`config.mk`:
```
export PLATFORM = sky130hd
export DESIGN_NAME = eio_top
export DESIGN_NICKNAME = d
export VERILOG_FILES = /design/src/inc/eio_pkg.sv /design/src/design/eio_top.sv
export VERILOG_INCLUDE_DIRS = /design/src /design/src/inc
export SDC_FILE = /design/constraint.sdc
export NUM_CORES = 1
export LEC_CHECK = 0
export ABC_AREA = 1
export BUFFER_PORTS_ARGS = -buffer_cell sky130_fd_sc_hd__buf_2
export CAP_MARGIN = 20
export CORE_ASPECT_RATIO = 1.2
export CORE_MARGIN = 1.5
export CORE_UTILIZATION = 35
export CTS_CLUSTER_DIAMETER = 150
export DETAILED_ROUTE_END_ITERATION = 16
export GPL_ROUTABILITY_DRIVEN = 0
export SETUP_SLACK_MARGIN = 0.4
export SLEW_MARGIN = 20
export SYNTH_ARGS = -nofsm -noshare
export SYNTH_HDL_FRONTEND = slang
export SYNTH_SLANG_ARGS = --single-unit
```
`constraint.sdc`:
```
create_clock -name clk_sys -period 13.8 [get_ports clk_sys]
set_input_delay 2.07 -clock clk_sys [delete_from_list [all_inputs] [get_ports clk_sys]]
set_output_delay 2.07 -clock clk_sys [all_outputs]
set_load 0.03 [all_outputs]
```
`src/inc/eio_defs.svh`:
```
// constants for the external i/o trigger and end-of-measurement block
`ifndef EIO_DEFS_SVH
`define EIO_DEFS_SVH

// ---------------------------------------------------------------
// register byte offsets
// ---------------------------------------------------------------
`define EIO_A_CTRL 8'h00
`define EIO_A_TIME 8'h04
`define EIO_A_JDG 8'h08
`define EIO_A_DIG 8'h0c
`define EIO_A_COMMIT 8'h10
`define EIO_A_STAT 8'h14
`define EIO_A_FJ 8'h18
`define EIO_A_FD 8'h1c

// ---------------------------------------------------------------
// field positions and reset values
// ---------------------------------------------------------------
`define EIO_TM_EOM_LSB 16
`define EIO_ST_EVT_LSB 16
`define EIO_CTRL_RST 10'h020
`define EIO_FILT_DEF 9'd50
`define EIO_EOM_DEF 7'd5

// ---------------------------------------------------------------
// timing
// ---------------------------------------------------------------
`define EIO_CLK_NS 50
`define EIO_MS_NS 1000000
`define EIO_FILT_MIN 9'd50
`define EIO_FILT_MAX 9'd500
`define EIO_EOM_MIN 7'd1
`define EIO_EOM_MAX 7'd100
`define EIO_AUTO_MS 9'd5

`endif

```
`src/inc/eio_pkg.sv`:
```
// types for the external i/o trigger and end-of-measurement block
package eio_pkg;

  typedef enum logic [1:0] {
    EOM_IDLE = 2'b00,
    EOM_PULSE = 2'b01,
    EOM_HOLD = 2'b11
  } eio_eom_st_t;

  typedef struct packed {
    logic test;
    logic [1:0] scan;
    logic mux_route;
    logic autocal;
    logic eom_pulse;
    logic acquire_strobe_off;
    logic filt_en;
    logic ext;
    logic bcd;
  } eio_cfg_t;

  typedef struct packed {
    logic acquire_strobe;
    logic low_group_sel;
    logic scan_halt;
    logic scanner_terminal_select;
    logic print_req;
    logic zero_adjust_request;
    logic key_lock;
  } eio_in_t;

  typedef struct packed {
    logic over_input;
    logic [2:0] user_lines;
    logic outside_class_flag;
    logic [9:0] sort_class_flags;
    logic t_fail;
    logic t_pass;
    logic t_err;
    logic lo;
    logic pass;
    logic hi;
    logic index;
    logic err;
  } eio_jdg_t;

  typedef struct packed {
    logic measure_done_flag;
    eio_jdg_t jdg;
    logic combined_verdict;
    logic [15:0] decimal_digit_lines;
    logic [3:0] range_code;
  } eio_pins_t;

endpackage : eio_pkg

```
`src/design/eio_top.sv`:
```
// external i/o port: trigger, filters, result lines and end-of-measurement
// Operation
// - two output modes, verdict or decimal digits; verdict mode after reset
// - verdict mode drives done, error, index, comparator, temperature, classes, user lines
// - lower-group select honoured only in decimal digit mode
// - lower group: digits 1-3 plus range code; else digits 4-7
// - trigger source internal or external; internal after reset
// - scanner routing with auto or step scan forces external source
// - enabled filter passes trigger or print only after 50-500 ms hold
// - external hold timing: done stays until next trigger or zero adjust
// - external pulse timing: done ends after programmed 1-100 ms width
// - internal source: fixed 5 ms pulse with auto calibration, none manual
// - test mode shows every input and forces every output
//
// Chosen here: the Avalon-MM register port and the register offsets.
`timescale 1ns/1ps
`include "eio_defs.svh"
`default_nettype none

// ---------------------------------------------------------------
// hold timer: done once run has stayed high for ms milliseconds
// ---------------------------------------------------------------
module eio_hold #(
  parameter int unsigned CYC = 20000
) (
  // clock and reset
  input wire logic clk_sys,
  input wire logic rst_n,
  // control
  input wire logic run,
  input wire logic [8:0] ms,
  output logic done
);
  localparam int PW = $clog2(CYC);
  localparam logic [PW-1:0] PMAX = PW'(CYC - 1);
  logic [PW-1:0] pre_q, pre_d;
  logic [8:0] ms_q, ms_d;
  logic done_q, done_d;

  always_comb
  begin
    pre_d = pre_q;
    ms_d = ms_q;
    // restarting on every drop keeps the hold time exact, not tick-quantised
    if (!run)
    begin
      pre_d = '0;
      ms_d = '0;
    end
    else if (ms_q < ms)
    begin
      pre_d = (pre_q == PMAX) ? '0 : pre_q + 1'b1;
      if (pre_q == PMAX)
        ms_d = ms_q + 1'b1;
    end
    done_d = run && (ms_q >= ms);
  end

  always_ff @(posedge clk_sys or negedge rst_n)
  begin
    if (!rst_n)
    begin
      pre_q <= '0;
      ms_q <= '0;
      done_q <= 1'b0;
    end
    else
    begin
      pre_q <= pre_d;
      ms_q <= ms_d;
      done_q <= done_d;
    end
  end

  assign done = done_q;
endmodule : eio_hold

// ---------------------------------------------------------------
// top
// ---------------------------------------------------------------
module eio_top #(
  parameter int unsigned MS_CYCLES = `EIO_MS_NS / `EIO_CLK_NS
) (
  // clock and reset
  input wire logic clk_sys,
  input wire logic rst_n,
  // avalon-mm slave
  input wire logic [7:0] avs_address,
  input wire logic avs_read,
  input wire logic avs_write,
  input wire logic [31:0] avs_writedata,
  output logic [31:0] avs_readdata,
  output logic avs_waitrequest,
  // port pins
  input wire eio_pkg::eio_in_t ext_in,
  output var eio_pkg::eio_pins_t pins,
  // measurement engine strobes
  output logic meas_start,
  output logic print_go,
  output logic zadj_go
);
  logic [1:0] rs_q;
  logic rst_s_n;
  eio_pkg::eio_in_t in_m_q, in_s_q;
  eio_pkg::eio_cfg_t cfg_q, cfg_d;
  logic [8:0] filt_q, filt_d;
  logic [6:0] ew_q, ew_d;
  eio_pkg::eio_jdg_t jdg_q, jdg_d, rj_q, rj_d;
  logic [31:0] dig_q, dig_d, rdg_q, rdg_d, rd_q, rd_d;
  logic [23:0] fj_q, fj_d;
  logic [20:0] fd_q, fd_d;
  logic [2:0] evt_q, evt_d;
  logic wr_q, wr_d, pub_q, pub_d;
  eio_pkg::eio_eom_st_t st_q, st_d;
  eio_pkg::eio_pins_t pins_q, pins_d;
  logic trg_p_q, prn_p_q, zad_p_q, start_q, prn_q, zad_q;
  logic trg_done, prn_done, eom_done, trg_f, prn_f, trg_e, prn_e, zad_e;
  logic ext_eff, acc, wacc;
  logic [8:0] fv;
  logic [6:0] ev;

  // ---------------------------------------------------------------
  // reset release and pin synchronisers
  // ---------------------------------------------------------------
  always_ff @(posedge clk_sys or negedge rst_n)
  begin
    if (!rst_n)
      rs_q <= 2'h0;
    else
      rs_q <= {rs_q[0], 1'b1};
  end
  assign rst_s_n = rs_q[1];

  // every controller line passes two flops before use
  always_ff @(posedge clk_sys or negedge rst_s_n)
  begin
    if (!rst_s_n)
    begin
      in_m_q <= '0;
      in_s_q <= '0;
    end
    else
    begin
      in_m_q <= ext_in;
      in_s_q <= in_m_q;
    end
  end

  // ---------------------------------------------------------------
  // trigger source, filters and edges
  // ---------------------------------------------------------------
  assign ext_eff = cfg_q.ext || (cfg_q.mux_route && cfg_q.scan != 2'h0);

  eio_hold #(.CYC(MS_CYCLES)) u_trg (
    .clk_sys(clk_sys),
    .rst_n(rst_s_n),
    .run(in_s_q.acquire_strobe && cfg_q.filt_en),
    .ms(filt_q),
    .done(trg_done)
  );
  eio_hold #(.CYC(MS_CYCLES)) u_prn (
    .clk_sys(clk_sys),
    .rst_n(rst_s_n),
    .run(in_s_q.print_req && cfg_q.filt_en),
    .ms(filt_q),
    .done(prn_done)
  );
  eio_hold #(.CYC(MS_CYCLES)) u_eom (
    .clk_sys(clk_sys),
    .rst_n(rst_s_n),
    .run(st_q == eio_pkg::EOM_PULSE),
    .ms(ext_eff ? {2'h0, ew_q} : `EIO_AUTO_MS),
    .done(eom_done)
  );

  always_comb
  begin
    trg_f = in_s_q.acquire_strobe && (!cfg_q.filt_en || trg_done);
    prn_f = in_s_q.print_req && (!cfg_q.filt_en || prn_done);
    trg_e = cfg_q.acquire_strobe_off ? (trg_p_q && !trg_f) : (trg_f && !trg_p_q);
    prn_e = prn_f && !prn_p_q;
    zad_e = in_s_q.zero_adjust_request && !zad_p_q;
  end

  // ---------------------------------------------------------------
  // avalon slave and registers
  // ---------------------------------------------------------------
  always_comb
  begin
    cfg_d = cfg_q;
    filt_d = filt_q;
    ew_d = ew_q;
    jdg_d = jdg_q;
    dig_d = dig_q;
    fj_d = fj_q;
    fd_d = fd_q;
    rd_d = rd_q;
    pub_d = 1'b0;
    evt_d = evt_q;
    rj_d = rj_q;
    rdg_d = rdg_q;
    fv = avs_writedata[8:0];
    ev = avs_writedata[`EIO_TM_EOM_LSB +: 7];
    if (fv < `EIO_FILT_MIN)
      fv = `EIO_FILT_MIN;
    else if (fv > `EIO_FILT_MAX)
      fv = `EIO_FILT_MAX;
    if (ev < `EIO_EOM_MIN)
      ev = `EIO_EOM_MIN;
    else if (ev > `EIO_EOM_MAX)
      ev = `EIO_EOM_MAX;
    // one wait state: data loads on the first edge, stands while wait is low
    acc = (avs_read || avs_write) && !wr_q;
    wacc = acc && avs_write;
    wr_d = !((avs_read || avs_write) && wr_q);
    if (avs_read && wr_q)
    begin
      case (avs_address)
        `EIO_A_CTRL: rd_d = {22'h0, cfg_q};
        `EIO_A_TIME: rd_d = {9'h0, ew_q, 7'h0, filt_q};
        `EIO_A_JDG: rd_d = {9'h0, jdg_q};
        `EIO_A_DIG: rd_d = dig_q;
        `EIO_A_STAT: rd_d = {13'h0, evt_q, 7'h0, pins_q.measure_done_flag, ext_eff, in_s_q};
        `EIO_A_FJ: rd_d = {8'h0, fj_q};
        `EIO_A_FD: rd_d = {11'h0, fd_q};
        default: rd_d = 32'h0;
      endcase
    end
    if (wacc)
    begin
      case (avs_address)
        `EIO_A_CTRL: cfg_d = avs_writedata[9:0];
        `EIO_A_TIME:
        begin
          filt_d = fv;
          ew_d = ev;
        end
        `EIO_A_JDG: jdg_d = avs_writedata[22:0];
        `EIO_A_DIG: dig_d = avs_writedata;
        `EIO_A_COMMIT: pub_d = 1'b1;
        `EIO_A_STAT: evt_d = evt_q & ~avs_writedata[`EIO_ST_EVT_LSB +: 3];
        `EIO_A_FJ: fj_d = avs_writedata[23:0];
        `EIO_A_FD: fd_d = avs_writedata[20:0];
        default: ;
      endcase
    end
    // a new event wins over a clear in the same cycle
    evt_d = evt_d | {zad_e, prn_e, trg_e};
    if (pub_d)
    begin
      rj_d = jdg_q;
      rdg_d = dig_q;
    end
  end

  always_ff @(posedge clk_sys or negedge rst_s_n)
  begin
    if (!rst_s_n)
    begin
      cfg_q <= `EIO_CTRL_RST;
      filt_q <= `EIO_FILT_DEF;
      ew_q <= `EIO_EOM_DEF;
      jdg_q <= '0;
      dig_q <= 32'h0;
      fj_q <= 24'h0;
      fd_q <= 21'h0;
      rd_q <= 32'h0;
      wr_q <= 1'b1;
      pub_q <= 1'b0;
      evt_q <= 3'h0;
      rj_q <= '0;
      rdg_q <= 32'h0;
    end
    else
    begin
      cfg_q <= cfg_d;
      filt_q <= filt_d;
      ew_q <= ew_d;
      jdg_q <= jdg_d;
      dig_q <= dig_d;
      fj_q <= fj_d;
      fd_q <= fd_d;
      rd_q <= rd_d;
      wr_q <= wr_d;
      pub_q <= pub_d;
      evt_q <= evt_d;
      rj_q <= rj_d;
      rdg_q <= rdg_d;
    end
  end

  // ---------------------------------------------------------------
  // end of measurement and output lines
  // ---------------------------------------------------------------
  always_comb
  begin
    st_d = st_q;
    case (st_q)
      eio_pkg::EOM_IDLE: st_d = eio_pkg::EOM_IDLE;
      eio_pkg::EOM_PULSE: if (eom_done) st_d = eio_pkg::EOM_IDLE;
      eio_pkg::EOM_HOLD: if (trg_e || zad_e) st_d = eio_pkg::EOM_IDLE;
      default: st_d = eio_pkg::EOM_IDLE;
    endcase
    if (pub_q)
    begin
      if (!ext_eff)
        st_d = cfg_q.autocal ? eio_pkg::EOM_PULSE : eio_pkg::EOM_IDLE;
      else
        st_d = cfg_q.eom_pulse ? eio_pkg::EOM_PULSE : eio_pkg::EOM_HOLD;
    end
    pins_d = '0;
    // done follows state, one edge after the published results reach the pins
    pins_d.measure_done_flag = (st_q != eio_pkg::EOM_IDLE);
    if (cfg_q.bcd)
    begin
      pins_d.jdg.err = rj_q.err;
      pins_d.jdg.pass = rj_q.pass;
      pins_d.combined_verdict = rj_q.hi || rj_q.lo;
      if (in_s_q.low_group_sel)
      begin
        pins_d.decimal_digit_lines = {4'h0, rdg_q[11:0]};
        pins_d.range_code = rdg_q[15:12];
      end
      else
        pins_d.decimal_digit_lines = rdg_q[31:16];
    end
    else
      pins_d.jdg = rj_q;
    if (cfg_q.test)
      pins_d = {fj_q, fd_q};
  end

  always_ff @(posedge clk_sys or negedge rst_s_n)
  begin
    if (!rst_s_n)
    begin
      st_q <= eio_pkg::EOM_IDLE;
      pins_q <= '0;
      trg_p_q <= 1'b0;
      prn_p_q <= 1'b0;
      zad_p_q <= 1'b0;
      start_q <= 1'b0;
      prn_q <= 1'b0;
      zad_q <= 1'b0;
    end
    else
    begin
      st_q <= st_d;
      pins_q <= pins_d;
      trg_p_q <= trg_f;
      prn_p_q <= prn_f;
      zad_p_q <= in_s_q.zero_adjust_request;
      start_q <= trg_e && ext_eff;
      prn_q <= prn_e;
      zad_q <= zad_e;
    end
  end

  assign avs_readdata = rd_q;
  assign avs_waitrequest = wr_q;
  assign pins = pins_q;
  assign meas_start = start_q;
  assign print_go = prn_q;
  assign zadj_go = zad_q;
endmodule : eio_top

`default_nettype wire

```
==> results.py <==
metrics = {
    "run_status": {
        "outcome": "finished, final reports clean",
    },
    "critical_path": {
        "critPathMaxFanout": 74,
        "slowest_delay_ns": 0.57,
        "required_ns": 14.30,
        "cp_slowest_cell": "inv_1",
        "critPathCaptureType": "flop",
        "path_class": "input port to flop",
        "arrival_ns": 4.36,
        "start_kind": "input port",
        "path_cells": "buf_2 > inv_1 > nor2_4 > inv_2 > nor2_2 > nand3_2 > buf_4 > inv_1 > buf_4 > nand2_1 > nand2_1",
    },
    "clocking": {
        "holdBufCountCts": 0,
        "cts_setup_buffers": 0,
        "clock_path_buffers": 3,
        "clkSlewWorstSetupHoldPaths_ns": 0.06,
        "tritoncts": "built",
        "h-tree-depth": 2,
        "cts_inserted_buffers": 40,
        "cts-root-buf": "clkbuf_16",
        "cts.repair.resized": 0,
        "cts.sinks": 362,
        "clkLatencyLatePin_ns": 0.58,
    },
    "drt": {
        "finalWirelength_um": 50000,
        "vias": 14800,
        "avgRoutedWirePerCell_um": 17.0,
        "drtIter0Drc": 1306,
        "drtPass1Iterations": 5,
        "ant_nets": 0,
        "viasPerCell": 5.06,
        "drc_errors": 0,
    },
    "yosys": {
        "postSynthRegisterBits": 362,
        "ys_seq_area_frac": 0.527,
        "postSynthCellCount": 2174,
        "yosys-top-cells-area": "dfrtp_1 52%, nand2_1 18%, o21ai_0 5.6%, nand3_1 4.8%, inv_1 3.9%",
        "synth_cell_types": 38,
        "synth_compound_area_frac": 0.0827,
        "post_synth_fa_ha_maj_area_fraction": 0.0225,
        "syn-num-nets": 2256,
        "synth_mux_area_frac": 0,
        "syn_area_per_cell_um2": 7.92,
        "synth_top_area_frac": 0.516,
        "synth-xor-area-share": 0.0107,
        "synth_simple_gate_area_frac": 0.294,
        "synth_top_family_by_area": "simple AND/OR/NAND/NOR gates",
        "yosysWarnings": 0,
        "synth_area_um2": 17200,
        "yosys.area.top_type": "dfrtp_1",
    },
    "sta": {
        "finalCritPeriodShare": 0.280,
        "hold_viol_final": 0,
        "fmax_ghz": 0.259,
        "fin_skew_ns": 0.0252,
        "maxSlewHeadroom": 0.306,
        "max_slew.worst_pin.slew_ns": 1.04,
        "min_period_ns": 3.86,
        "slew_viol_final": 0,
        "rsz0062_at_grt": "false",
        "setup_viol": 0,
        "tns_ns": 0,
    },
    "job": {
        "max_cap_violations": 0,
    },
    "global_route": {
        "antenna_found_initial": 6,
        "grt_pass1_vias": 14200,
        "grt_max_degree": 193,
        "grt_pass1_wl_um": 79200,
        "overflow": 0,
        "grtUsageTotal": 0.201,
    },
    "placement": {
        "portBuffers": 131,
        "placed_area_um2": 18400,
        "dp.cells": 2866,
        "dpl.hpwl_um": 34600,
    },
    "finish": {
        "fin_area_um2": 19700,
        "final_nets": 2361,
        "multi_input_area_um2": 7080,
        "nFillCells": 4875,
        "drive_above_1_share": 0.110,
        "regArea_um2": 9070,
        "area_growth_pct": 14.6,
        "fin_cells": 2935,
    },
    "floorplan": {
        "ios": 132,
        "start_util": 0.356,
        "coreArea_um2": 48300,
        "die_width_um": 205,
        "rows": 88,
        "dieHeight_um": 246,
        "die_area_um2": 50500,
    },
    "power_and_ir_drop": {
        "power.density_nw_per_um2": 114,
        "ir_worst_vdd_v": 0.0000795,
        "power_leakage_uw": 0.0102,
    },
    "worst_hold_path": {
        "hold_class": "flop to flop",
    },
}
==> synthesized netlist by cell type, drive strengths merged <==
master / n
nand3b: 1
nand2: 828
o22ai: 4
xor2: 16
conb: 1
clkinv: 1
nor3: 9
clkbuf: 38
a32o: 8
a22oi: 2
nand3: 166
or2: 2
nor2: 177
nor3b: 11
o21ai: 215
o21bai: 2
a21boi: 1
inv: 182
buf: 44
a21oi: 24
xnor2: 5
nand4: 33
dfrtp: 355
a31oi: 2
o31ai: 9
ha: 31
dfstp: 7
==> worst max-delay path: cells and delay by family <==
family,cells,cell delay [ns]
AND/OR/NAND/NOR,5,0.65
buffers and inverters,6,1.58
==> metrics by stage <==
step / util / worst slack [ns] / power, uW / hold slack, ns
6_report: 0.408 / 9.94 / 2250 / 0.335
5_1_grt: 0.408 / 9.76 / 2330 / 0.354
4_1_cts: 0.407 / 9.95 / 2280 / 0.347
3_5_place_dp: 0.380 / 9.34 / 1200 / 0.337
3_3_place_gp: 0.380 / 9.47 / 1200 / 0.337
2_1_floorplan: - / 2.98 / 1160 / 0.331
==> path summary, 6_finish.rpt <==
check	to	startpoint	cells past startpoint	slack [ns]
setup / recovery	rdg_q[19]	avs_write	11	9.94
hold / removal	in_s_q[5]	in_m_q[5]	0	0.33
setup reg to reg	u_eom.pre_q[14]	cfg_q[8]	13	10.91
hold reg to reg	in_s_q[5]	in_m_q[5]	0	0.33
max in group asynchronous	pins[43]	rs_q[1]	2	11.37
min in group asynchronous	u_prn.pre_q[10]	rs_q[1]	0	0.35
==> area by class of cell <==
cell class / count / share of cell area
Clock inverter: 16 / 0.00876
Clock buffer: 51 / 0.0570
Sequential cell: 362 / 0.460
Antenna cell: 1 / 0.000127
Inverter: 183 / 0.0349
Tap cell: 630 / 0.0400
Timing Repair Buffer: 145 / 0.0402
Multi-Input combinational cell: 1547 / 0.359
==> power breakdown <==
group          switching [uW]  internal, uW  total, uW
registers                15.8          1080       1090
logic                    68.8          19.8       88.6
clock network             452           616       1070
total                     537          1710       2250
==> sequential cells by signal (all words and copies together) (netlist names), 9 cells and up <==
| register | flops |
|---|---|
| jdg_q | 23 |
| filt_q | 9 |
| u_prn.pre_q | 15 |
| u_trg.pre_q | 15 |
| cfg_q | 10 |
| rdg_q | 32 |
| fd_q | 21 |
| rj_q | 23 |
| u_eom.pre_q | 15 |
| u_trg.ms_q | 9 |
| fj_q | 24 |
| avs_readdata | 32 |
| dig_q | 32 |
| u_prn.ms_q | 9 |
| pins | 45 |
| u_eom.ms_q | 9 |
==> routing by layer <==
metal  vias to the layer above  global-route usage  share of wire
met5                         -                   0         0.0014
met4                        10              0.0842          0.042
met3                       120              0.0376          0.059
met2                       454               0.333           0.48
met1                      7116               0.254           0.42
li1                       7147                   -              -
==> kinds of logic (layout without fill, tap and decap cells) <==
group | count (synthesis) | count (layout)
AO/OA/AOI/OAI | 267 | 267
XOR/XNOR | 21 | 21
adder cells (fa/ha/maj) | 31 | 31
buffers and inverters | 265 | 395
flip-flops | 362 | 362
other | 1 | 2
AND/OR/NAND/NOR | 1227 | 1227
==> cell usage in the layout, fill, tap and decap left out, types with 2 or more instances in the layout <==
| cell | count |
|---|---|
| nand2_1 | 820 |
| dfrtp_1 | 354 |
| o21ai_0 | 194 |
| inv_1 | 177 |
| nand3_1 | 165 |
| nor2_1 | 159 |
| buf_2 | 131 |
| clkbuf_16 | 41 |
| nand4_1 | 32 |
| ha_1 | 31 |
| a21oi_1 | 24 |
| o21ai_1 | 20 |
| xor2_1 | 16 |
| nor2_2 | 12 |
| buf_4 | 12 |
| nor3b_1 | 11 |
| nor3_1 | 9 |
| o31ai_1 | 9 |
| a32o_1 | 8 |
| clkinv_2 | 8 |
| dfstp_2 | 7 |
| nor2_4 | 6 |
| clkbuf_8 | 6 |
| inv_2 | 5 |
| nand2_2 | 5 |
| xnor2_1 | 5 |
| clkinvlp_4 | 5 |
| o22ai_1 | 4 |
| clkbuf_1 | 4 |
| nand2_4 | 3 |
| or2_2 | 2 |
| o21bai_1 | 2 |
| a22oi_1 | 2 |
| a31oi_1 | 2 |
| inv_16 | 2 |
| bufinv_16 | 2 |
No activity file was read; power rests on OpenSTA's default activity.
